<file path="src/pkg/dtu_params.svh">
// Constants for the dual 8-bit timer unit: register indexes, fields,
// reset values and clock select codes.
// Assumes an AHB-Lite slave where byte address = 4 * register index.
`ifndef DTU_PARAMS_SVH
`define DTU_PARAMS_SVH

`define DTU_IDX_T0_CTRL   8'hb0
`define DTU_IDX_T0_DATA   8'hb1
`define DTU_IDX_T0_COUNT  8'hb2
`define DTU_IDX_T1_CTRL   8'hb3
`define DTU_IDX_T1_DATA   8'hb4
`define DTU_IDX_T1_COUNT  8'hb5
`define DTU_IDX_IRQ_EN    8'hb6
`define DTU_IDX_IRQ_REQ   8'hb7

`define DTU_CLEAR_BIT     4
`define DTU_MODE_HI       6
`define DTU_MODE_LO       5
`define DTU_EDGE_BIT      5
`define DTU_CS_HI         3
`define DTU_CS_LO         0

`define DTU_CTRL_RST      8'h00
`define DTU_T0_DATA_RST   8'h00
`define DTU_T1_DATA_RST   8'hff
`define DTU_COUNT_RST     8'h00
`define DTU_COUNT_MAX     8'hff
`define DTU_IRQ_RST       4'h0
`define DTU_IRQ_LSB       4

`define DTU_CS_EXT_RISE   4'h5
`define DTU_CS_EXT_FALL   4'h6
`define DTU_PRESC_W       11

`endif

</file>
<file path="src/pkg/dtu_pkg.sv">
// Types shared by the dual 8-bit timer unit.
// Assumes dtu_params.svh is on the include path.
package dtu_pkg;

    typedef enum logic [1:0] {
        DTU_MODE_INTERVAL = 2'b00,
        DTU_MODE_PWM      = 2'b01,
        DTU_MODE_CAP_RISE = 2'b10,
        DTU_MODE_CAP_FALL = 2'b11
    } dtu_mode_t;

    // Order matches request/enable bits 7 down to 4
    typedef struct packed {
        logic t0_match;
        logic t0_ovf;
        logic t1_match;
        logic t1_ovf;
    } dtu_irq_t;

endpackage : dtu_pkg

</file>
<file path="src/dtu_timer_unit.sv">
// Dual 8-bit timer/counter with AHB-Lite register slave.
// Assumes one AHB master, word accesses, pins synchronous to hclk.
//
// The AHB-Lite interface to the registers was left to the implementer.
`timescale 1ns/1ps
`default_nettype none
`include "dtu_params.svh"

module dtu_timer_unit (
    // AHB-Lite slave
    input  wire logic              hclk,
    input  wire logic              hresetn,
    input  wire logic              hsel,
    input  wire logic [31:0]       haddr,
    input  wire logic [1:0]        htrans,
    input  wire logic              hwrite,
    input  wire logic [2:0]        hsize,
    input  wire logic              hready,
    input  wire logic [31:0]       hwdata,
    output logic [31:0]            hrdata,
    output logic                   hreadyout,
    output logic                   hresp,
    // Timer 0 pins
    input  wire logic              timer0_ext_count_in,
    input  wire logic              timer0_capture_in,
    output logic                   timer0_toggle_out,
    output logic                   timer0_pulse_out,
    // Timer 1 pins
    input  wire logic              timer1_ext_count_in,
    input  wire logic              timer1_capture_in,
    output logic                   timer1_toggle_out,
    output logic                   timer1_pulse_out,
    // Interrupt controller
    input  wire dtu_pkg::dtu_irq_t irq_service,
    output dtu_pkg::dtu_irq_t      irq_request
);
    import dtu_pkg::*;

    // Register map, byte address = 4 * index
    //   b0 timer 0 control: [7] spare, [6:5] mode, [4] clear, [3:0] clock
    //   b1 timer 0 compare data, overwritten by a capture
    //   b2 timer 0 count, read only
    //   b3 timer 1 control, same layout as timer 0
    //   b4 timer 1 compare data
    //   b5 timer 1 count, read only
    //   b6 interrupt enables in [7:4], [3:0] read as zero
    //   b7 interrupt requests in [7:4], a written zero clears
    // Only address bits 9:2 are decoded, so the map repeats above them

    // Index of the register word addressed
    function automatic logic [7:0] word_index(input logic [31:0] addr);
        word_index = addr[9:2];
    endfunction : word_index

    // Write strobe for one register in the data phase
    function automatic logic reg_hit(input logic       wr,
                                     input logic [7:0] idx,
                                     input logic [7:0] want);
        reg_hit = wr && (idx == want);
    endfunction : reg_hit

    // Hardware set wins over a service pulse and over a software clear
    function automatic logic flag_next(input logic cur,
                                       input logic wr,
                                       input logic wval,
                                       input logic served,
                                       input logic set);
        flag_next = ((wr ? wval : cur) & ~served) | set;
    endfunction : flag_next

    // Bus address-phase state
    logic       ap_wr;
    logic       next_ap_wr;
    logic [7:0] ap_idx;
    logic [7:0] next_ap_idx;
    logic [7:0] rd_byte;
    logic [7:0] next_rd_byte;
    logic       access;
    logic [7:0] wbyte;

    // Shared interrupt enable
    logic [3:0] irq_enable_high;
    logic [3:0] next_irq_enable_high;
    logic       en_wr;
    logic       req_wr;

    // Transfer size is not decoded; every access is taken as a whole word
    assign wbyte     = hwdata[7:0];
    assign en_wr     = reg_hit(ap_wr, ap_idx, `DTU_IDX_IRQ_EN);
    assign req_wr    = reg_hit(ap_wr, ap_idx, `DTU_IDX_IRQ_REQ);
    // No wait states and no error answer
    assign hreadyout = 1'b1;
    assign hresp     = 1'b0;

    // One copy per timer; timer 1 is t = 1
    for (genvar t = 0; t < 2; t++) begin : g_tmr
        // Register indexes and interrupt bit positions of this timer
        localparam logic [7:0] CTRL_IDX  = t ? `DTU_IDX_T1_CTRL : `DTU_IDX_T0_CTRL;
        localparam logic [7:0] DATA_IDX  = t ? `DTU_IDX_T1_DATA : `DTU_IDX_T0_DATA;
        localparam logic [7:0] DATA_RST  = t ? `DTU_T1_DATA_RST : `DTU_T0_DATA_RST;
        localparam int         MATCH_BIT = 3 - 2 * t;
        localparam int         OVF_BIT   = 2 - 2 * t;

        logic [7:0] ctrl;
        logic [7:0] next_ctrl;
        logic [7:0] data;
        logic [7:0] next_data;
        logic [7:0] buffer;
        logic [7:0] next_buffer;
        logic [7:0] count;
        logic [7:0] next_count;
        logic       toggle;
        logic       next_toggle;
        logic       pulse;
        logic       next_pulse;
        logic       cap_prev;
        logic       next_cap_prev;
        logic       mflag;
        logic       next_mflag;
        logic       oflag;
        logic       next_oflag;
        logic       tick;
        logic       ext_in;
        logic       cap_in;
        logic       ctrl_wr;
        logic       data_wr;
        logic       clear;
        logic       match;
        logic       ovf;
        logic       cap_evt;
        logic       capturing;
        dtu_mode_t  mode;

        assign ext_in  = t ? timer1_ext_count_in : timer0_ext_count_in;
        assign cap_in  = t ? timer1_capture_in : timer0_capture_in;
        assign ctrl_wr = reg_hit(ap_wr, ap_idx, CTRL_IDX);
        assign data_wr = reg_hit(ap_wr, ap_idx, DATA_IDX);
        assign clear   = ctrl_wr && wbyte[`DTU_CLEAR_BIT];

        // Count source: prescaled system clock or external pin edge
        dtu_tick_gen #(
            .SHIFT_LESS (t == 1)
        ) u_tick (
            .hclk         (hclk),
            .hresetn      (hresetn),
            .clock_select (ctrl[`DTU_CS_HI:`DTU_CS_LO]),
            .ext_count_in (ext_in),
            .tick         (tick)
        );

        always_comb begin
            mode      = dtu_mode_t'(ctrl[`DTU_MODE_HI:`DTU_MODE_LO]);
            capturing = ctrl[`DTU_MODE_HI];
            // Low mode bit doubles as the capture edge choice
            if (ctrl[`DTU_EDGE_BIT]) begin
                cap_evt = capturing && !cap_in && cap_prev;
            end else begin
                cap_evt = capturing && cap_in && !cap_prev;
            end
            // Compare is idle while capturing, as capture owns the count
            match = tick && !capturing && (count == buffer);
            // No overflow event in interval mode
            ovf   = tick && (mode != DTU_MODE_INTERVAL)
                    && (count == `DTU_COUNT_MAX);
        end

        // Next state of this timer, driven by the events above
        always_comb begin
            next_ctrl     = ctrl;
            next_data     = data;
            next_buffer   = buffer;
            next_count    = count;
            next_toggle   = toggle;
            next_cap_prev = cap_in;

            if (ctrl_wr) begin
                next_ctrl = wbyte & ~(8'h01 << `DTU_CLEAR_BIT);
            end
            if (data_wr) begin
                next_data = wbyte;
            end

            // Capture beats clear, clear beats a match, an interval-mode match beats a tick
            if (cap_evt) begin
                next_data  = count;
                next_count = `DTU_COUNT_RST;
            end else if (clear) begin
                next_count = `DTU_COUNT_RST;
            end else if (match && (mode == DTU_MODE_INTERVAL)) begin
                next_count = `DTU_COUNT_RST;
            end else if (tick) begin
                next_count = count + 8'h01;
            end

            // Software sees data; the comparator sees only the buffer, so
            // a new compare value waits for the next clear, match or wrap
            if (clear || match || ovf) begin
                next_buffer = data;
            end
            if (match && (mode == DTU_MODE_INTERVAL)) begin
                next_toggle = ~toggle;
            end
            // Judged on the values being loaded, mode included, so the pin
            // lines up with the count from the first cycle of a mode
            next_pulse = (next_ctrl[`DTU_MODE_HI:`DTU_MODE_LO] == DTU_MODE_PWM)
                         && (next_buffer > next_count);

            // Flags are set by events, cleared by service or a written zero
            next_mflag = flag_next(mflag, req_wr, wbyte[`DTU_IRQ_LSB + MATCH_BIT],
                                   irq_service[MATCH_BIT], match);
            next_oflag = flag_next(oflag, req_wr, wbyte[`DTU_IRQ_LSB + OVF_BIT],
                                   irq_service[OVF_BIT], ovf);
        end

        always_ff @(posedge hclk or negedge hresetn) begin
            if (!hresetn) begin
                ctrl     <= `DTU_CTRL_RST;
                data     <= DATA_RST;
                buffer   <= DATA_RST;
                count    <= `DTU_COUNT_RST;
                toggle   <= 1'b0;
                pulse    <= 1'b0;
                cap_prev <= 1'b0;
                mflag    <= 1'b0;
                oflag    <= 1'b0;
            end else begin
                ctrl     <= next_ctrl;
                data     <= next_data;
                buffer   <= next_buffer;
                count    <= next_count;
                toggle   <= next_toggle;
                pulse    <= next_pulse;
                cap_prev <= next_cap_prev;
                mflag    <= next_mflag;
                oflag    <= next_oflag;
            end
        end
    end

    assign timer0_toggle_out = g_tmr[0].toggle;
    assign timer0_pulse_out  = g_tmr[0].pulse;
    assign timer1_toggle_out = g_tmr[1].toggle;
    assign timer1_pulse_out  = g_tmr[1].pulse;

    // Requests reach the processor only when enabled
    always_comb begin
        irq_request.t0_match = g_tmr[0].mflag & irq_enable_high[3];
        irq_request.t0_ovf   = g_tmr[0].oflag & irq_enable_high[2];
        irq_request.t1_match = g_tmr[1].mflag & irq_enable_high[1];
        irq_request.t1_ovf   = g_tmr[1].oflag & irq_enable_high[0];
    end

    // Enables live in the upper nibble of their register
    always_comb begin
        next_irq_enable_high = irq_enable_high;
        if (en_wr) begin
            next_irq_enable_high = wbyte[7:`DTU_IRQ_LSB];
        end
    end

    // Read data sampled from next values so a read right behind a
    // write to the same register sees the written value
    always_comb begin
        access       = hsel && htrans[1] && hready;
        next_ap_wr   = access && hwrite;
        next_ap_idx  = word_index(haddr);
        next_rd_byte = 8'h00;
        if (access && !hwrite) begin
            unique case (word_index(haddr))
                `DTU_IDX_T0_CTRL:  next_rd_byte = g_tmr[0].next_ctrl;
                `DTU_IDX_T0_DATA:  next_rd_byte = g_tmr[0].next_data;
                `DTU_IDX_T0_COUNT: next_rd_byte = g_tmr[0].next_count;
                `DTU_IDX_T1_CTRL:  next_rd_byte = g_tmr[1].next_ctrl;
                `DTU_IDX_T1_DATA:  next_rd_byte = g_tmr[1].next_data;
                `DTU_IDX_T1_COUNT: next_rd_byte = g_tmr[1].next_count;
                `DTU_IDX_IRQ_EN:   next_rd_byte = {next_irq_enable_high, 4'h0};
                `DTU_IDX_IRQ_REQ:  next_rd_byte = {g_tmr[0].next_mflag,
                                                   g_tmr[0].next_oflag,
                                                   g_tmr[1].next_mflag,
                                                   g_tmr[1].next_oflag, 4'h0};
                // Unmapped indexes read as zero
                default:           next_rd_byte = 8'h00;
            endcase
        end
    end

    // Address phase is held for the data phase, where writes land
    always_ff @(posedge hclk or negedge hresetn) begin
        if (!hresetn) begin
            ap_wr           <= 1'b0;
            ap_idx          <= 8'h00;
            rd_byte         <= 8'h00;
            irq_enable_high <= `DTU_IRQ_RST;
        end else begin
            ap_wr           <= next_ap_wr;
            ap_idx          <= next_ap_idx;
            rd_byte         <= next_rd_byte;
            irq_enable_high <= next_irq_enable_high;
        end
    end

    // Registers are one byte wide; upper read bytes stay zero
    assign hrdata = {24'h00_0000, rd_byte};

endmodule : dtu_timer_unit
`default_nettype wire

</file>
<file path="src/dtu_tick_gen.sv">
// Count clock source for one timer: free prescaler or external pin edge.
// Assumes the external pin is already synchronous to hclk.
`timescale 1ns/1ps
`default_nettype none
`include "dtu_params.svh"

module dtu_tick_gen #(
    parameter logic SHIFT_LESS = 1'b0
) (
    input  wire logic       hclk,
    input  wire logic       hresetn,
    input  wire logic [3:0] clock_select,
    input  wire logic       ext_count_in,
    output logic            tick
);
    import dtu_pkg::*;

    logic [`DTU_PRESC_W-1:0] presc;
    logic [`DTU_PRESC_W-1:0] next_presc;
    logic [`DTU_PRESC_W-1:0] mask;
    logic                    ext_prev;
    logic                    next_ext_prev;
    logic [3:0]              shift;

    // Log2 of divisor for codes 1000..1111 (timer 0 table)
    function automatic logic [3:0] div_shift(input logic [2:0] code);
        unique case (code)
            3'h0: div_shift = 4'h1;
            3'h1: div_shift = 4'h2;
            3'h2: div_shift = 4'h3;
            3'h3: div_shift = 4'h4;
            3'h4: div_shift = 4'h5;
            3'h5: div_shift = 4'h7;
            3'h6: div_shift = 4'h9;
            3'h7: div_shift = 4'hb;
        endcase
    endfunction : div_shift

    always_comb begin
        next_presc    = presc + `DTU_PRESC_W'(1);
        next_ext_prev = ext_count_in;
        // Timer 1 table is one octave faster than timer 0
        shift = div_shift(clock_select[2:0]) - {3'h0, SHIFT_LESS};
        mask  = `DTU_PRESC_W'((12'h001 << shift) - 12'h001);
        tick  = 1'b0;
        if (clock_select[3]) begin
            tick = (presc & mask) == mask;
        end else if (clock_select == `DTU_CS_EXT_RISE) begin
            tick = ext_count_in & ~ext_prev;
        end else if (clock_select == `DTU_CS_EXT_FALL) begin
            tick = ~ext_count_in & ext_prev;
        end
    end

    always_ff @(posedge hclk or negedge hresetn) begin
        if (!hresetn) begin
            presc    <= '0;
            ext_prev <= 1'b0;
        end else begin
            presc    <= next_presc;
            ext_prev <= next_ext_prev;
        end
    end

endmodule : dtu_tick_gen
`default_nettype wire

</file>
<file path="config.mk">
export PLATFORM = sky130hd
export DESIGN_NAME = dtu_timer_unit
export DESIGN_NICKNAME = d
export VERILOG_FILES = /design/src/pkg/dtu_pkg.sv /design/src/dtu_timer_unit.sv /design/src/dtu_tick_gen.sv
export VERILOG_INCLUDE_DIRS = /design/src /design/src/pkg
export SDC_FILE = /design/constraint.sdc
export NUM_CORES = 1
export LEC_CHECK = 0
export ABC_AREA = 1
export BUFFER_PORTS_ARGS = -buffer_cell sky130_fd_sc_hd__buf_2
export CAP_MARGIN = 20
export CORE_MARGIN = 2
export CORE_UTILIZATION = 25
export DETAILED_ROUTE_END_ITERATION = 6
export HOLD_SLACK_MARGIN = 0.15
export MAX_ROUTING_LAYER = met4
export SLEW_MARGIN = 20
export SYNTH_ARGS = -nofsm -noshare
export SYNTH_HDL_FRONTEND = slang
export SYNTH_SLANG_ARGS = --single-unit
</file>
<file path="constraint.sdc">
create_clock -name hclk -period 4.1 [get_ports hclk]
set_input_delay 0.205 -clock hclk [delete_from_list [all_inputs] [get_ports hclk]]
set_output_delay 0.205 -clock hclk [all_outputs]
set_load 0.01 [all_outputs]
</file>
==> run_results.csv <==
group,metric,value,unit
setup_path,crit_path_frequent_cell,"nand2_1",
die,dieWidth,170,um
setup_path,critPathTopFamily,"simple AND/OR/NAND/NOR gates",
finish,area_delta_synth_final,20.0,%
die,initial_core_util,0.256,
timing,max_freq,0.271,GHz
routing,ant_nets,0,
die,design.core.area,0.0270,mm2
clocking,cts.sinks,118,
setup_path,crit_path_end_kind,"flop",
clocking,root_buffer,"clkbuf_16",
finish,multi_input_area,0.00324,mm2
die,io_pins,124,
die,design.die.area,0.0290,mm2
clocking,h-tree-depth,4,
power_and_ir_drop,p_leak,0.00426,uW
finish,nets,1095,
routing,num_vias,5993,
finish,fillers,2897,
clocking,clk_latency,0.42,ns
timing,rsz0062_at_grt,"false",
routing,via_per_inst,4.47,
placement,io_buffers,45,
synthesis,synth.ff_latch_count,118,
finish,final_cells,1342,
timing,worst_pin_slew,0.823,ns
setup_path,criticalPathCategory,"reg -> reg",
timing,fin_setup_tns,0,ns
timing,clock_skew,0.0101,ns
clocking,post-cts-setup-buffers,0,
outcome,outcome,"finished, final reports clean",
routing,drt_iter0_drc,345,
routing,drt-total-wl,18.1,mm
die,rows,60,
setup_path,critPathRequiredTime,4.39,ns
placement,dpl.hpwl,13.6,mm
setup_path,crit_path_top_delay_cell,"ha_1",
power_and_ir_drop,peakVddDrop,0.235,mV
die,die_height,170,um
run,cap_violations,0,
timing,setup_viol,0,
clocking,cts_made_buffers,17,
global_route,grt_pass1_wl,29.7,mm
clocking,cts_tree,"built",
timing,min_period,3.70,ns
synthesis,synth_area,0.00691,mm2
setup_path,cp.arrival,3.99,ns
global_route,grtUsageTotal,0.136,
synthesis,synth-seq-area-share,0.430,
global_route,antenna_found_initial,0,
clocking,path_clk_slew,0.06,ns
placement,dp_cells,1286,
synthesis,synth_cell_type_count,44,
power_and_ir_drop,power_density,351,mW/mm2
global_route,grt-ovfl-total,0,
finish,drive_gt1_frac,0.122,
timing,period_share,0.901,
placement,gp_congestion,0.902,
routing,post_drt_wl_per_cell,13.5,um
routing,drc_errors,0,
setup_path,worst-path-buf-inv,1,
setup_path,critPathLaunchType,"flop",
setup_path,worst_path_largest_cell_delay,0.35,ns
global_route,grt_max_degree,64,
synthesis,synthCells,902,
setup_path,cp_max_fo,16,
hold_path,worstHoldPathType,"in -> reg",
global_route,grt_pass1_vias,5680,
timing,relSlewSlack,0.452,
finish,layout.area.seq,0.00297,mm2
placement,pre_cts_slack,0.431,ns
timing,worst_slack,0.404,ns
setup_path,path_cells,"inv_1 > ha_1 > nand2_1 > nor2_1 > nand2_1 > ha_1 > or2_2 > nand2_1 > nor2_1 > nand3_1 > nor2_1 > nand2_1 > o21bai_4 > nand2_1 > nand3b_4 > o21ai_0 > ha_1 > a21oi_1 > o21ai_0 > a21oi_1 > nor4b_1",
synthesis,synth_area_per_cell,7.66,um2
clocking,cts_buffer_depth,2,
routing,first_pass_iters,5,
timing,fin_hold_ws,0.173,ns
timing,hold_violations,0,
synthesis,yosysWarnings,0,
finish,n_antenna_cell,0,
timing,drv_slew,0,
repair_timing:
action | in CTS | in global routing
resized for setup | 0 | 1
hold buffers | 24 | 0
endpoints found under the setup margin | 0 | 1
hold endpoints to repair | 71 | 0
registers in the layout, summed over array words and instances, names as in the netlist, 4 cells and up:
register	flops
g_tmr.ctrl	16
rd_byte	8
ap_idx	8
g_tmr.u_tick.presc	21
irq_enable_high	4
g_tmr.count	16
g_tmr.data	16
g_tmr.buffer	16
cells in the final DEF, fill, tap and decap left out, types with 24 or more instances in the layout:
master,count
a21oi_1,37
buf_2,44
conb_1,26
dfrtp_1,102
dlygate4sd3_1,24
ha_1,25
inv_1,137
nand2_1,232
nand3_1,51
nor2_1,85
o21ai_0,45
xor2_1,24
cells in the mapped netlist (all sizes together):
cell / count / area share
inv: 140 / 0.076
nor4: 1 / 0.00091
nor2: 88 / 0.049
xnor2: 10 / 0.013
and2: 1 / 0.00091
nand3: 55 / 0.043
and3: 4 / 0.0036
o22ai: 4 / 0.0036
and3b: 1 / 0.0013
o21bai: 2 / 0.0038
clkbuf: 6 / 0.0033
o21a: 5 / 0.0054
conb: 2 / 0.0011
o2111ai: 1 / 0.0013
o21ai: 56 / 0.043
o221ai: 1 / 0.0013
o211ai: 13 / 0.014
dfstp: 16 / 0.061
nand4: 16 / 0.014
nand3b: 2 / 0.0040
buf: 31 / 0.035
or2: 4 / 0.0036
ha: 25 / 0.045
o311ai: 1 / 0.0013
nand2: 236 / 0.13
dfrtp: 102 / 0.37
a211oi: 2 / 0.0022
a21oi: 37 / 0.027
a21boi: 2 / 0.0022
nor4b: 1 / 0.0013
xor2: 24 / 0.030
nor3: 13 / 0.0094
routing by layer:
metal  wire length (um)  global-route usage
met4                221              0.0368
met5                  0                   -
met1               8970               0.186
met3                885              0.0312
met2               8040               0.200
worst reg2reg max path: stages (launching register included):
cell and delay, ns:
dfrtp_1 0.34, inv_1 0.06, ha_1 0.35, nand2_1 0.06, nor2_1 0.15, nand2_1 0.11
ha_1 0.30, or2_2 0.31, nand2_1 0.07, nor2_1 0.04, nand3_1 0.08, nor2_1 0.04
nand2_1 0.10, o21bai_4 0.10, nand2_1 0.16, nand3b_4 0.20, o21ai_0 0.31, ha_1 0.32
a21oi_1 0.15, o21ai_0 0.09, a21oi_1 0.16, nor4b_1 0.07
report_power, final:
group / total [uW] / leakage (uW) / switching [uW] / internal (uW)
combinational: 224 / 0.00254 / 146 / 77.8
sequential: 1210 / 0.00143 / 17.2 / 1200
clock: 1470 / 0.000285 / 518 / 956
metrics by stage:
step            util  power (uW)  cell area [um2]
6_report       0.307        2910             8290
5_1_grt        0.307        3040             8290
4_1_cts        0.307        2940             8290
3_5_place_dp   0.277        1440             7480
3_3_place_gp   0.277        1430             7480
2_1_floorplan      -        1370             7000
final timing paths:
kind / cells after the start / start / to / slack [ns]
min reg2reg: 1 / timer1_toggle_out / timer1_toggle_out / 0.47
max: 21 / g_tmr[0].ctrl[0] / timer0_pulse_out / 0.40
min in group asynchronous: 2 / hresetn / g_tmr[1].ctrl[5] / 0.41
max in group asynchronous: 3 / hresetn / g_tmr[0].buffer[0] / 2.77
max reg2reg: 21 / g_tmr[0].ctrl[0] / timer0_pulse_out / 0.40
min: 3 / hwdata[5] / g_tmr[0].data[5] / 0.17
area by class of cell:
cell class | instances | area share
Multi-Input combinational cell | 631 | 0.390
Sequential cell | 118 | 0.358
Timing Repair Buffer | 80 | 0.0664
Inverter | 140 | 0.0637
Clock buffer | 27 | 0.0606
Tap cell | 341 | 0.0514
Clock inverter | 5 | 0.00905
cells by family after synthesis:
logic type / Yosys count / share of synthesized area
other: 2 / 0.00109
DFF: 118 / 0.430
AOI/OAI and AO/OA: 124 / 0.105
adders and majority gates: 25 / 0.0452
and+or+nand+nor: 422 / 0.261
buffers and inverters: 177 / 0.115
xor gates and xnor gates: 34 / 0.0431
Power figures use the tool's default switching activity.
